$ cat src/core/scip_pkg.sv
// Purpose: Shared constants for the serial controller pin logic.
// Assumes: 125 MHz system clock, active-low asynchronous reset.
// Notes: Register offsets belong to the host-side Avalon slave.
package scip_pkg;
   // Avalon register word offsets (byte address = 4 * index).
   localparam logic [3:0] OFF_INT_CFG = 4'h0;
   localparam logic [3:0] OFF_VECTOR = 4'h1;
   localparam logic [3:0] OFF_CTRL = 4'h2;
   localparam logic [3:0] OFF_STATUS = 4'h3;
   localparam logic [3:0] OFF_ACK = 4'h4;
   localparam logic [3:0] OFF_EVENTS = 4'h5;
   // Interrupt configuration fields: mode bits 5..3, status-affects-vector.
   localparam int MODE_LSB = 3;
   localparam int SAV_BIT = 0;
   localparam logic [2:0] MODE_NONVEC = 3'h0;
   localparam logic [2:0] MODE_M3 = 3'h4;
   localparam logic [2:0] MODE_M3_NOVEC = 3'h5;
   localparam logic [2:0] MODE_S3 = 3'h6;
   localparam logic [2:0] MODE_S3_NOVEC = 3'h7;
   localparam logic [7:0] CALL_OPCODE = 8'hCD;
   localparam logic [7:0] INT_CFG_RST = 8'h00;
   localparam logic [7:0] VECTOR_RST = 8'h00;
   // Control fields.
   localparam int CTL_AUTO0 = 0;
   localparam int CTL_AUTO1 = 1;
   localparam int CTL_MULT_LSB = 2;
   localparam int CTL_IEN = 4;
   localparam int CTL_DRQ_LSB = 5;
   // Clock multiplier codes.
   localparam logic [1:0] MULT_X1 = 2'h0;
   localparam logic [1:0] MULT_X16 = 2'h1;
   localparam logic [1:0] MULT_X32 = 2'h2;
   localparam logic [1:0] MULT_X64 = 2'h3;
   // Interrupt latency windows, in system clocks.
   localparam int TX_INT_DLY = 5;
   localparam int RX_INT_DLY = 9;
   // Serial link clock divider half period, 32 ns of a 64 ns period at 8 ns clock.
   localparam int LINK_CLK_NS = 64;
   localparam int CLK_NS = 8;
   localparam int LINK_HALF = LINK_CLK_NS / CLK_NS / 2;
endpackage

$ cat src/core/scip_if.sv
// Purpose: Pin-level carrier joining the controller and its host.
// Assumes: Open-drain lines resolved here from output enables.
// Notes: Enables are active low: low means the pin is driven low.
`timescale 1ns/1ns
interface scip_if;
   logic [7:0] data_dev;
   logic data_dev_oe_n;
   logic irq_ack_n;
   logic prio_in_n;
   logic prio_out_n;
   logic dma_ack_in_n;
   logic dma_ack_out_n;
   logic [3:0] dma_req;
   logic irq_oe_n;
   logic irq_n;
   logic [1:0] wait_oe_n;
   logic [1:0] wait_n;
   logic [1:0] cts_n;
   logic [1:0] dcd_n;
   logic receive_clock0;
   logic transmit_clock0;
   logic shared_clock1;
   logic [1:0] rxd;
   logic [1:0] txd;
   // Open-drain wires are pulled high unless some end drives low.
   assign irq_n = irq_oe_n;
   assign wait_n = wait_oe_n;
   modport dev (
      output data_dev, data_dev_oe_n, prio_out_n, dma_ack_out_n, dma_req,
      output irq_oe_n, wait_oe_n, txd,
      input irq_ack_n, prio_in_n, dma_ack_in_n, cts_n, dcd_n,
      input receive_clock0, transmit_clock0, shared_clock1, rxd
   );
   modport host (
      input data_dev, data_dev_oe_n, prio_out_n, dma_ack_out_n, dma_req,
      input irq_n, wait_n, txd,
      output irq_ack_n, prio_in_n, dma_ack_in_n, cts_n, dcd_n,
      output receive_clock0, transmit_clock0, shared_clock1, rxd
   );
endinterface

$ cat src/core/scip_dev.sv
// Behaviour
// Top requester drives 8-bit vector on acknowledge.
// Priority chain passes until a pending device.
// Higher priority may preempt when interrupts enabled.
// Priority out low: in low, not servicing.
// Separate active-high receive and transmit DMA requests.
// DMA acknowledge daisy-chains in to out.
// Interrupt request open-drain, pulled low while pending.
// Open-drain wait outputs, released after reset.
// Auto-enable: low clear-to-send enables transmitter.
// Clear-to-send edges both ways raise interrupt.
// Carrier detect likewise, gating receiver instead.
// Async clock multiplier 1, 16, 32 or 64.
// Receiver samples data on receive clock rise.
// Software uses one multiplier per channel.
// Transmitter changes data on transmit clock fall.
// Second channel shares one receive/transmit clock.
// Three config bits pick vectoring; non-vectored floats.
// Master: call, vector, zeros; slave floats first.
// Acknowledge acts as read strobe.
// Priority-in and DMA acknowledge act as select.
// Software loads flag pattern as receive sync.
// Transmit interrupt four to six clocks later.
// Receive interrupt seven to eleven clocks later.
// Vector from software, status may replace bits.
//
// Purpose: Pin-side logic of a dual-channel serial controller.
// Assumes: Link clocks and pins are asynchronous to clk_in.
// Notes: Configuration arrives on plain ports from the user side.
//
// Added by the designer: the Avalon-MM interface to the registers and the register offsets.
`timescale 1ns/1ns
module scip_dev (
   input wire logic clk_in,
   input wire logic rst_b_in,
   scip_if.dev pins,
   input wire logic [7:0] int_cfg_in,
   input wire logic [7:0] vector_in,
   input wire logic [1:0] auto_en_in,
   input wire logic [1:0] mult_in,
   input wire logic [3:0] dma_want_in,
   output logic [1:0] tx_en_out,
   output logic [1:0] rx_en_out,
   output logic [1:0] rx_bit_out,
   output logic [1:0] rx_strobe_out,
   output logic [1:0] cts_level_out,
   output logic [1:0] dcd_level_out,
   output logic [1:0] wait_req_out
);
   typedef enum logic [1:0] {SCIP_A1, SCIP_A2, SCIP_A3} scip_ack_t;
   // Two-flop synchronisers for every asynchronous pin.
   localparam int NS = 12;
   logic [NS-1:0] raw;
   logic [NS-1:0] s1_r;
   logic [NS-1:0] s2_r;
   logic [NS-1:0] s3_r;
   assign raw = {pins.cts_n, pins.dcd_n, pins.receive_clock0,
                 pins.transmit_clock0, pins.shared_clock1, pins.rxd,
                 pins.irq_ack_n, pins.prio_in_n, pins.dma_ack_in_n};
   always_ff @(posedge clk_in or negedge rst_b_in)
   begin
      if (!rst_b_in)
      begin
         s1_r <= {NS{1'b1}};
         s2_r <= {NS{1'b1}};
         s3_r <= {NS{1'b1}};
      end
      else
      begin
         s1_r <= raw;
         s2_r <= s1_r;
         s3_r <= s2_r;
      end
   end
   logic [1:0] cts_s, dcd_s, rxd_s, cts_p, dcd_p, rxc_s, txc_s, rxc_p, txc_p;
   logic ack_s, ack_p, pri_s, hai_s;
   assign cts_s = s2_r[11:10];
   assign dcd_s = s2_r[9:8];
   assign cts_p = s3_r[11:10];
   assign dcd_p = s3_r[9:8];
   assign rxc_s = {s2_r[5], s2_r[7]};
   assign txc_s = {s2_r[5], s2_r[6]};
   assign rxc_p = {s3_r[5], s3_r[7]};
   assign txc_p = {s3_r[5], s3_r[6]};
   assign rxd_s = s2_r[4:3];
   assign ack_s = s2_r[2];
   assign ack_p = s3_r[2];
   assign pri_s = s2_r[1];
   assign hai_s = s2_r[0];
   ////////////////////////////////////////////////////////////////////////
   // Per-channel modem inputs, clock dividers and event pipelines.
   logic [1:0] pend_r;
   logic [1:0] txq_r [0:1];
   logic [5:0] div_r [0:1];
   logic [7:0] txp_r [0:1];
   logic [10:0] rxp_r [0:1];
   logic [1:0] txd_r;
   logic [1:0] rxbit_r;
   logic [1:0] rxstb_r;
   logic [1:0] modem_ev;
   logic [1:0] tx_ev;
   logic [1:0] rx_ev;
   function automatic logic [5:0] div_max(input logic [1:0] m);
      unique case (m)
         scip_pkg::MULT_X1: div_max = 6'h00;
         scip_pkg::MULT_X16: div_max = 6'h0F;
         scip_pkg::MULT_X32: div_max = 6'h1F;
         scip_pkg::MULT_X64: div_max = 6'h3F;
      endcase
   endfunction
   genvar g;
   generate
      for (g = 0; g < 2; g++)
      begin : gch
         logic rx_rise, tx_fall, bit_tick;
         assign rx_rise = rxc_s[g] & ~rxc_p[g];
         assign tx_fall = ~txc_s[g] & txc_p[g];
         assign bit_tick = rx_rise && (div_r[g] == div_max(mult_in));
         assign modem_ev[g] = (cts_s[g] ^ cts_p[g]) | (dcd_s[g] ^ dcd_p[g]);
         // Bit-rate divider driven by receive clock edges.
         always_ff @(posedge clk_in or negedge rst_b_in)
         begin
            if (!rst_b_in)
               div_r[g] <= 6'h00;
            else if (rx_rise)
               div_r[g] <= bit_tick ? 6'h00 : div_r[g] + 6'h01;
         end
         // Receive sample and transmit shift on the documented edges.
         always_ff @(posedge clk_in or negedge rst_b_in)
         begin
            if (!rst_b_in)
            begin
               rxbit_r[g] <= 1'b1;
               rxstb_r[g] <= 1'b0;
               txd_r[g] <= 1'b1;
               txp_r[g] <= 8'h00;
               rxp_r[g] <= 11'h000;
            end
            else
            begin
               rxstb_r[g] <= bit_tick && !dcd_s[g];
               if (bit_tick && (!auto_en_in[g] || !dcd_s[g]))
                  rxbit_r[g] <= rxd_s[g];
               if (tx_fall)
                  txd_r[g] <= (auto_en_in[g] && cts_s[g]) ? 1'b1
                              : rxbit_r[g];
               txp_r[g] <= {txp_r[g][6:0], tx_fall};
               rxp_r[g] <= {rxp_r[g][9:0], bit_tick};
            end
         end
         assign tx_ev[g] = txp_r[g][scip_pkg::TX_INT_DLY-3];
         assign rx_ev[g] = rxp_r[g][scip_pkg::RX_INT_DLY-3];
      end
   endgenerate
   ////////////////////////////////////////////////////////////////////////
   // Pending interrupt and servicing state, acknowledge sequencing.
   logic pending_r, serv_r;
   scip_ack_t ack_st_r;
   logic [7:0] dbus_r;
   logic dbus_oe_n_r, pro_r, hao_r, irq_oe_n_r;
   logic [2:0] mode;
   logic [7:0] vec;
   logic ack_fall, ack_rise, selected;
   assign mode = int_cfg_in[scip_pkg::MODE_LSB +: 3];
   assign vec = int_cfg_in[scip_pkg::SAV_BIT] ?
                {vector_in[7:3], pend_r[1], 2'h0} : vector_in;
   assign ack_fall = !ack_s && ack_p;
   assign ack_rise = ack_s && !ack_p;
   assign selected = !pri_s && !hai_s;
   // Any tx, rx or modem event makes the device pend.
   always_ff @(posedge clk_in or negedge rst_b_in)
   begin
      if (!rst_b_in)
      begin
         pending_r <= 1'b0;
         pend_r <= 2'h0;
      end
      else
      begin
         pend_r <= pend_r | tx_ev | rx_ev | modem_ev;
         if (|(tx_ev | rx_ev | modem_ev))
            pending_r <= 1'b1;
         else if (ack_rise && selected && ack_st_r == SCIP_A1)
         begin
            pending_r <= 1'b0;
            pend_r <= 2'h0;
         end
      end
   end
   // Acknowledge pulse counter and data bus drive.
   always_ff @(posedge clk_in or negedge rst_b_in)
   begin
      if (!rst_b_in)
      begin
         ack_st_r <= SCIP_A1;
         dbus_r <= 8'h00;
         dbus_oe_n_r <= 1'b1;
         serv_r <= 1'b0;
      end
      else if (ack_fall && selected && pending_r)
      begin
         dbus_oe_n_r <= 1'b1;
         unique case (ack_st_r)
            SCIP_A1:
            begin
               serv_r <= 1'b1;
               // Vectored modes count three pulses; only masters call first.
               if (mode[2])
               begin
                  dbus_r <= scip_pkg::CALL_OPCODE;
                  dbus_oe_n_r <= mode[1];
                  ack_st_r <= SCIP_A2;
               end
            end
            SCIP_A2:
            begin
               dbus_r <= vec;
               dbus_oe_n_r <= mode[0];
               ack_st_r <= SCIP_A3;
            end
            SCIP_A3:
            begin
               dbus_r <= 8'h00;
               dbus_oe_n_r <= mode[0];
               ack_st_r <= SCIP_A1;
            end
         endcase
      end
      else if (ack_rise)
         dbus_oe_n_r <= 1'b1;
      else if (!pending_r && ack_st_r == SCIP_A1)
         serv_r <= 1'b0;
   end
   // Daisy chains and open-drain outputs.
   always_ff @(posedge clk_in or negedge rst_b_in)
   begin
      if (!rst_b_in)
      begin
         pro_r <= 1'b1;
         hao_r <= 1'b1;
         irq_oe_n_r <= 1'b1;
      end
      else
      begin
         pro_r <= !(!pri_s && !serv_r && !pending_r);
         hao_r <= hai_s || (|dma_want_in);
         irq_oe_n_r <= !(pending_r && !pri_s);
      end
   end
   assign pins.data_dev = dbus_r;
   assign pins.data_dev_oe_n = dbus_oe_n_r;
   assign pins.prio_out_n = pro_r;
   assign pins.dma_ack_out_n = hao_r;
   assign pins.irq_oe_n = irq_oe_n_r;
   assign pins.txd = txd_r;
   // DMA requests and wait lines follow the user side.
   logic [3:0] drq_r;
   logic [1:0] wait_r;
   always_ff @(posedge clk_in or negedge rst_b_in)
   begin
      if (!rst_b_in)
      begin
         drq_r <= 4'h0;
         wait_r <= 2'h3;
      end
      else
      begin
         drq_r <= dma_want_in;
         wait_r <= ~(dma_want_in[1:0] & ~rxstb_r);
      end
   end
   assign pins.dma_req = drq_r;
   assign pins.wait_oe_n = wait_r;
   always_ff @(posedge clk_in or negedge rst_b_in)
   begin
      if (!rst_b_in)
      begin
         tx_en_out <= 2'h0;
         rx_en_out <= 2'h0;
         cts_level_out <= 2'h3;
         dcd_level_out <= 2'h3;
         wait_req_out <= 2'h0;
         rx_bit_out <= 2'h3;
         rx_strobe_out <= 2'h0;
      end
      else
      begin
         tx_en_out <= ~auto_en_in | ~cts_s;
         rx_en_out <= ~auto_en_in | ~dcd_s;
         cts_level_out <= cts_s;
         dcd_level_out <= dcd_s;
         wait_req_out <= ~wait_r;
         rx_bit_out <= rxbit_r;
         rx_strobe_out <= rxstb_r;
      end
   end
endmodule

$ cat src/flat_wrapper.sv
// flat-port wrapper written by rule: the top's interface ports become plain ports
module scip_dev_flat 
  (clk_in, rst_b_in, int_cfg_in, vector_in, auto_en_in, mult_in, dma_want_in, tx_en_out, rx_en_out, rx_bit_out, rx_strobe_out, cts_level_out, dcd_level_out, wait_req_out, pins_data_dev, pins_data_dev_oe_n, pins_prio_out_n, pins_dma_ack_out_n, pins_dma_req, pins_irq_oe_n, pins_wait_oe_n, pins_txd, pins_irq_ack_n, pins_prio_in_n, pins_dma_ack_in_n, pins_cts_n, pins_dcd_n, pins_receive_clock0, pins_transmit_clock0, pins_shared_clock1, pins_rxd);
  scip_if pins_i ();
  input wire logic clk_in;
  input wire logic rst_b_in;
  input wire logic [7:0] int_cfg_in;
  input wire logic [7:0] vector_in;
  input wire logic [1:0] auto_en_in;
  input wire logic [1:0] mult_in;
  input wire logic [3:0] dma_want_in;
  output logic [1:0] tx_en_out;
  output logic [1:0] rx_en_out;
  output logic [1:0] rx_bit_out;
  output logic [1:0] rx_strobe_out;
  output logic [1:0] cts_level_out;
  output logic [1:0] dcd_level_out;
  output logic [1:0] wait_req_out;
  output wire logic [$bits(pins_i.data_dev)-1:0] pins_data_dev;
  output wire logic [$bits(pins_i.data_dev_oe_n)-1:0] pins_data_dev_oe_n;
  output wire logic [$bits(pins_i.prio_out_n)-1:0] pins_prio_out_n;
  output wire logic [$bits(pins_i.dma_ack_out_n)-1:0] pins_dma_ack_out_n;
  output wire logic [$bits(pins_i.dma_req)-1:0] pins_dma_req;
  output wire logic [$bits(pins_i.irq_oe_n)-1:0] pins_irq_oe_n;
  output wire logic [$bits(pins_i.wait_oe_n)-1:0] pins_wait_oe_n;
  output wire logic [$bits(pins_i.txd)-1:0] pins_txd;
  input wire logic [$bits(pins_i.irq_ack_n)-1:0] pins_irq_ack_n;
  input wire logic [$bits(pins_i.prio_in_n)-1:0] pins_prio_in_n;
  input wire logic [$bits(pins_i.dma_ack_in_n)-1:0] pins_dma_ack_in_n;
  input wire logic [$bits(pins_i.cts_n)-1:0] pins_cts_n;
  input wire logic [$bits(pins_i.dcd_n)-1:0] pins_dcd_n;
  input wire logic [$bits(pins_i.receive_clock0)-1:0] pins_receive_clock0;
  input wire logic [$bits(pins_i.transmit_clock0)-1:0] pins_transmit_clock0;
  input wire logic [$bits(pins_i.shared_clock1)-1:0] pins_shared_clock1;
  input wire logic [$bits(pins_i.rxd)-1:0] pins_rxd;
  assign pins_data_dev = pins_i.data_dev;
  assign pins_data_dev_oe_n = pins_i.data_dev_oe_n;
  assign pins_prio_out_n = pins_i.prio_out_n;
  assign pins_dma_ack_out_n = pins_i.dma_ack_out_n;
  assign pins_dma_req = pins_i.dma_req;
  assign pins_irq_oe_n = pins_i.irq_oe_n;
  assign pins_wait_oe_n = pins_i.wait_oe_n;
  assign pins_txd = pins_i.txd;
  assign pins_i.irq_ack_n = pins_irq_ack_n;
  assign pins_i.prio_in_n = pins_prio_in_n;
  assign pins_i.dma_ack_in_n = pins_dma_ack_in_n;
  assign pins_i.cts_n = pins_cts_n;
  assign pins_i.dcd_n = pins_dcd_n;
  assign pins_i.receive_clock0 = pins_receive_clock0;
  assign pins_i.transmit_clock0 = pins_transmit_clock0;
  assign pins_i.shared_clock1 = pins_shared_clock1;
  assign pins_i.rxd = pins_rxd;
  scip_dev u_core (.clk_in(clk_in), .rst_b_in(rst_b_in), .pins(pins_i), .int_cfg_in(int_cfg_in), .vector_in(vector_in), .auto_en_in(auto_en_in), .mult_in(mult_in), .dma_want_in(dma_want_in), .tx_en_out(tx_en_out), .rx_en_out(rx_en_out), .rx_bit_out(rx_bit_out), .rx_strobe_out(rx_strobe_out), .cts_level_out(cts_level_out), .dcd_level_out(dcd_level_out), .wait_req_out(wait_req_out));
endmodule
$ cat config.mk
export PLATFORM = sky130hd
export DESIGN_NAME = scip_dev_flat
export DESIGN_NICKNAME = d
export VERILOG_FILES = /design/src/core/scip_pkg.sv /design/src/core/scip_if.sv /design/src/core/scip_dev.sv /design/src/flat_wrapper.sv
export SDC_FILE = /design/constraint.sdc
export NUM_CORES = 1
export LEC_CHECK = 0
export ABC_CLOCK_PERIOD_IN_PS = 5870
export BUFFER_PORTS_ARGS = -buffer_cell sky130_fd_sc_hd__buf_2
export CAP_MARGIN = 20
export CORE_MARGIN = 2
export CORE_UTILIZATION = 58
export CTS_BUF_LIST = sky130_fd_sc_hd__clkbuf_16
export DETAILED_ROUTE_END_ITERATION = 7
export PLACE_DENSITY = 0.83
export SLEW_MARGIN = 20
export SYNTH_ARGS = -nofsm -noshare
export SYNTH_HDL_FRONTEND = slang
export SYNTH_SLANG_ARGS = --single-unit
export TNS_END_PERCENT = 10
$ cat constraint.sdc
create_clock -name clk_in -period 5.87 [get_ports clk_in]
set_clock_uncertainty 0.15 [all_clocks]
set_input_delay 1.174 -clock clk_in [delete_from_list [all_inputs] [get_ports clk_in]]
set_output_delay 1.174 -clock clk_in [all_outputs]
set_load 0.05 [all_outputs]
==> results.sh <==
export IMPL_status="completed"
export IMPL_num_io_pins=72
export IMPL_holdBufCountCts=0
export IMPL_grt_max_degree=57
export IMPL_syn_nets=301
export IMPL_die_w_um=83.0
export IMPL_layout_drive_gt1_share_pct=40.8
export IMPL_via_per_inst=5.29
export IMPL_port_buffers=67
export IMPL_globalplace_congestion=0.788
export IMPL_antenna_found_initial=0
export IMPL_start_util_pct=60.5
export IMPL_max_vdd_ir_drop_mv=0.374
export IMPL_synth_seq_cells=103
export IMPL_required_ns=5.94
export IMPL_ant_nets=0
export IMPL_synth_area_leader_cell="dfrtp_1"
export IMPL_crit_slowest_cell="a2111oi_4"
export IMPL_fmax_ghz=0.400
export IMPL_timing_final_crit_share_pct=42.6
export IMPL_criticalPathCategory="input port to register"
export IMPL_fin_setup_tns_ns=0
export IMPL_cts_root_buf="clkbuf_16"
export IMPL_drt_iter0_markers=86
export IMPL_grt_pass1_vias=2209
export IMPL_cts_sinks=103
export IMPL_pre_cts_slack_ns=3.03
export IMPL_ys_async_sr_fraction_pct=100
export IMPL_cts_max_level=3
export IMPL_grt_use_total_pct=19.4
export IMPL_core_mm2=0.00599
export IMPL_netlist_top_cells_area="dfrtp_1 41%, dfstp_2 32%, ha_1 2.1%"
export IMPL_drc=0
export IMPL_rows=28
export IMPL_dr_pass1_iters=4
export IMPL_power_w=0.00187
export IMPL_num_vias=2157
export IMPL_dpl_hpwl_mm=3.97
export IMPL_synth_edf_count=0
export IMPL_path_clk_slew_ns=0.06
export IMPL_p_leak_nw=1.96
export IMPL_worst_pin_slew_ns=0.889
export IMPL_finalHoldWorstSlack_ns=0.197
export IMPL_ys_flop_type="dfrtp_1"
export IMPL_endpoint_kind="register"
export IMPL_crit_buf_inv=2
export IMPL_grt_pass1_wl_mm=10.3
export IMPL_die_area_mm2=0.00690
export IMPL_slew_viol_final=0
export IMPL_yosys_top_cells_count="59 x dfrtp_1, 44 x dfstp_2, 19 x nand2_1"
export IMPL_grt_setup_unrepaired="false"
export IMPL_arrival_ns=2.57
export IMPL_max_stage_delay_ns=0.84
export IMPL_syn_area_per_cell_um2=14.1
export IMPL_hold_class="register to register"
export IMPL_netlist_instances=257
export IMPL_clkLatencyLatePin_ns=0.34
export IMPL_die_h_um=83.0
export IMPL_synth_top_area_share_pct=40.7
export IMPL_num_antenna_cells=0
export IMPL_synth_most_common_cell="dfrtp_1"
export IMPL_ys_seq_area_share_pct=72.7
export IMPL_relSlewSlack_pct=40.7
export IMPL_post_drt_wl_per_cell_um=15.2
export IMPL_yosysWarnings=0
export IMPL_fillers=412
export IMPL_min_period_ns=2.50
export IMPL_crit_path_start_kind="input port"
export IMPL_area_growth_syn_to_layout_pct=18.7
export IMPL_totalWireLength_mm=6.19
export IMPL_final_nets=372
export IMPL_grt_overflow=0
export IMPL_numCtsBuffers=9
export IMPL_hold_viol_final=0
export IMPL_path_cells="buf_2 > inv_1 > a2111oi_4 > mux2_2"
export IMPL_cap_violations=0
export IMPL_cts_tree="built"
export IMPL_setup_viol=0
export IMPL_post_cts_buffers=0
export IMPL_synth_area_mm2=0.00362
export IMPL_power_density_mw_per_mm2=435
export IMPL_cts_buffer_depth=2
export IMPL_path_max_fanout=18
export IMPL_synth_cell_types=44
export IMPL_fin_util_pct=71.8
export IMPL_layout_setup_ws_ns=3.37
export IMPL_crit_family="compound AO/OA/AOI/OAI gates"
export IMPL_cts_resized=0
[sequential cells by signal, indices dropped and copies added, names as in the netlist, 4 cells and up]
signal / count
u_core.s3_r: 7
u_core.rxp_r: 12
u_core.div_r: 12
u_core.s1_r: 12
u_core.txp_r: 4
u_core.s2_r: 12
u_core.pins.dma_req: 4
u_core.pins.data_dev: 8
[layout by cell type, fill, tap and decap left out, types with 2 or more instances in the layout]
cell	netlist	layout
a21oi_1	11	11
a31o_2	2	2
and2_1	2	2
and3_1	2	2
and4_1	2	2
buf_2	2	66
buf_4	4	2
clkbuf_16	0	9
clkinvlp_4	0	2
dfrtp_1	59	59
dfstp_2	44	44
ha_1	6	6
inv_1	9	13
mux2_2	3	3
mux2i_1	2	2
nand2_1	19	19
nand2b_1	9	9
nand3_1	3	3
nand4_1	7	7
nor2_1	13	13
nor2b_1	5	5
nor3_1	8	8
o21ai_0	10	10
o22a_1	2	2
or4_1	2	2
xnor2_1	4	4
xor2_1	7	7
[through the flow]
step	std cells	area, um2
3_5_place_dp	392	4020
6_report	408	4300
3_3_place_gp	392	4020
4_1_cts	408	4300
2_1_floorplan	257	3620
5_1_grt	408	4300
[per-layer routing]
layer,vias to the layer above,share of wire [%],GRT usage [%]
met5,-,0,0
met1,1047,41,24.0
met2,85,51,32.0
li1,1014,-,-
met4,0,1.9,8.79
met3,11,6.3,5.37
[area by class of cell]
| cell class | count | area [um2] | area share, % |
|---|---|---|---|
| clock buffer | 9 | 225 | 5.24 |
| clock inverter | 7 | 60.1 | 1.40 |
| inverter | 9 | 33.8 | 0.786 |
| multi-input combinational | 137 | 910 | 21.2 |
| sequential | 103 | 2630 | 61.2 |
| tap | 75 | 93.8 | 2.18 |
| timing repair buffer | 68 | 345 | 8.03 |
[logic make-up (layout without fill, tap and decap cells)]
group           Yosys count  in the layout  synth area share [%]
xor+xnor                 11             11                  2.66
simple gates             79             79                  11.5
buf+inv                  17             93                  2.24
fa+ha+maj                 6              6                  2.07
compound gates           34             34                  6.35
flops                   103            103                  72.7
mux                       7              7                  2.52
[report_power, final]
part           total [W]  switching [W]  leakage (nW)  internal [W]
Clock           0.000563       0.000239         0.147      0.000324
Combinational   0.000408       0.000275         0.631      0.000133
Sequential      0.000899      0.0000786          1.18      0.000820
[path summary, 6_finish.rpt]
check | from | to | slack [ns] | depth (start not counted)
max in group asynchronous | rst_b_in | u_core.pins.dma_req[2] | 3.81 | 2
worst max register to register | u_core.ack_st_r[0] | u_core.pins.data_dev[1] | 3.62 | 4
min in group asynchronous | rst_b_in | u_core.rx_strobe_out[0] | 0.67 | 1
worst min register to register | u_core.txp_r[1] | u_core.tx_ev[1] | 0.20 | 0
worst min-delay path | u_core.txp_r[1] | u_core.tx_ev[1] | 0.20 | 0
worst max-delay path | int_cfg_in[5] | u_core.pins.data_dev[1] | 3.37 | 4
(Power assumes the default switching activity.)
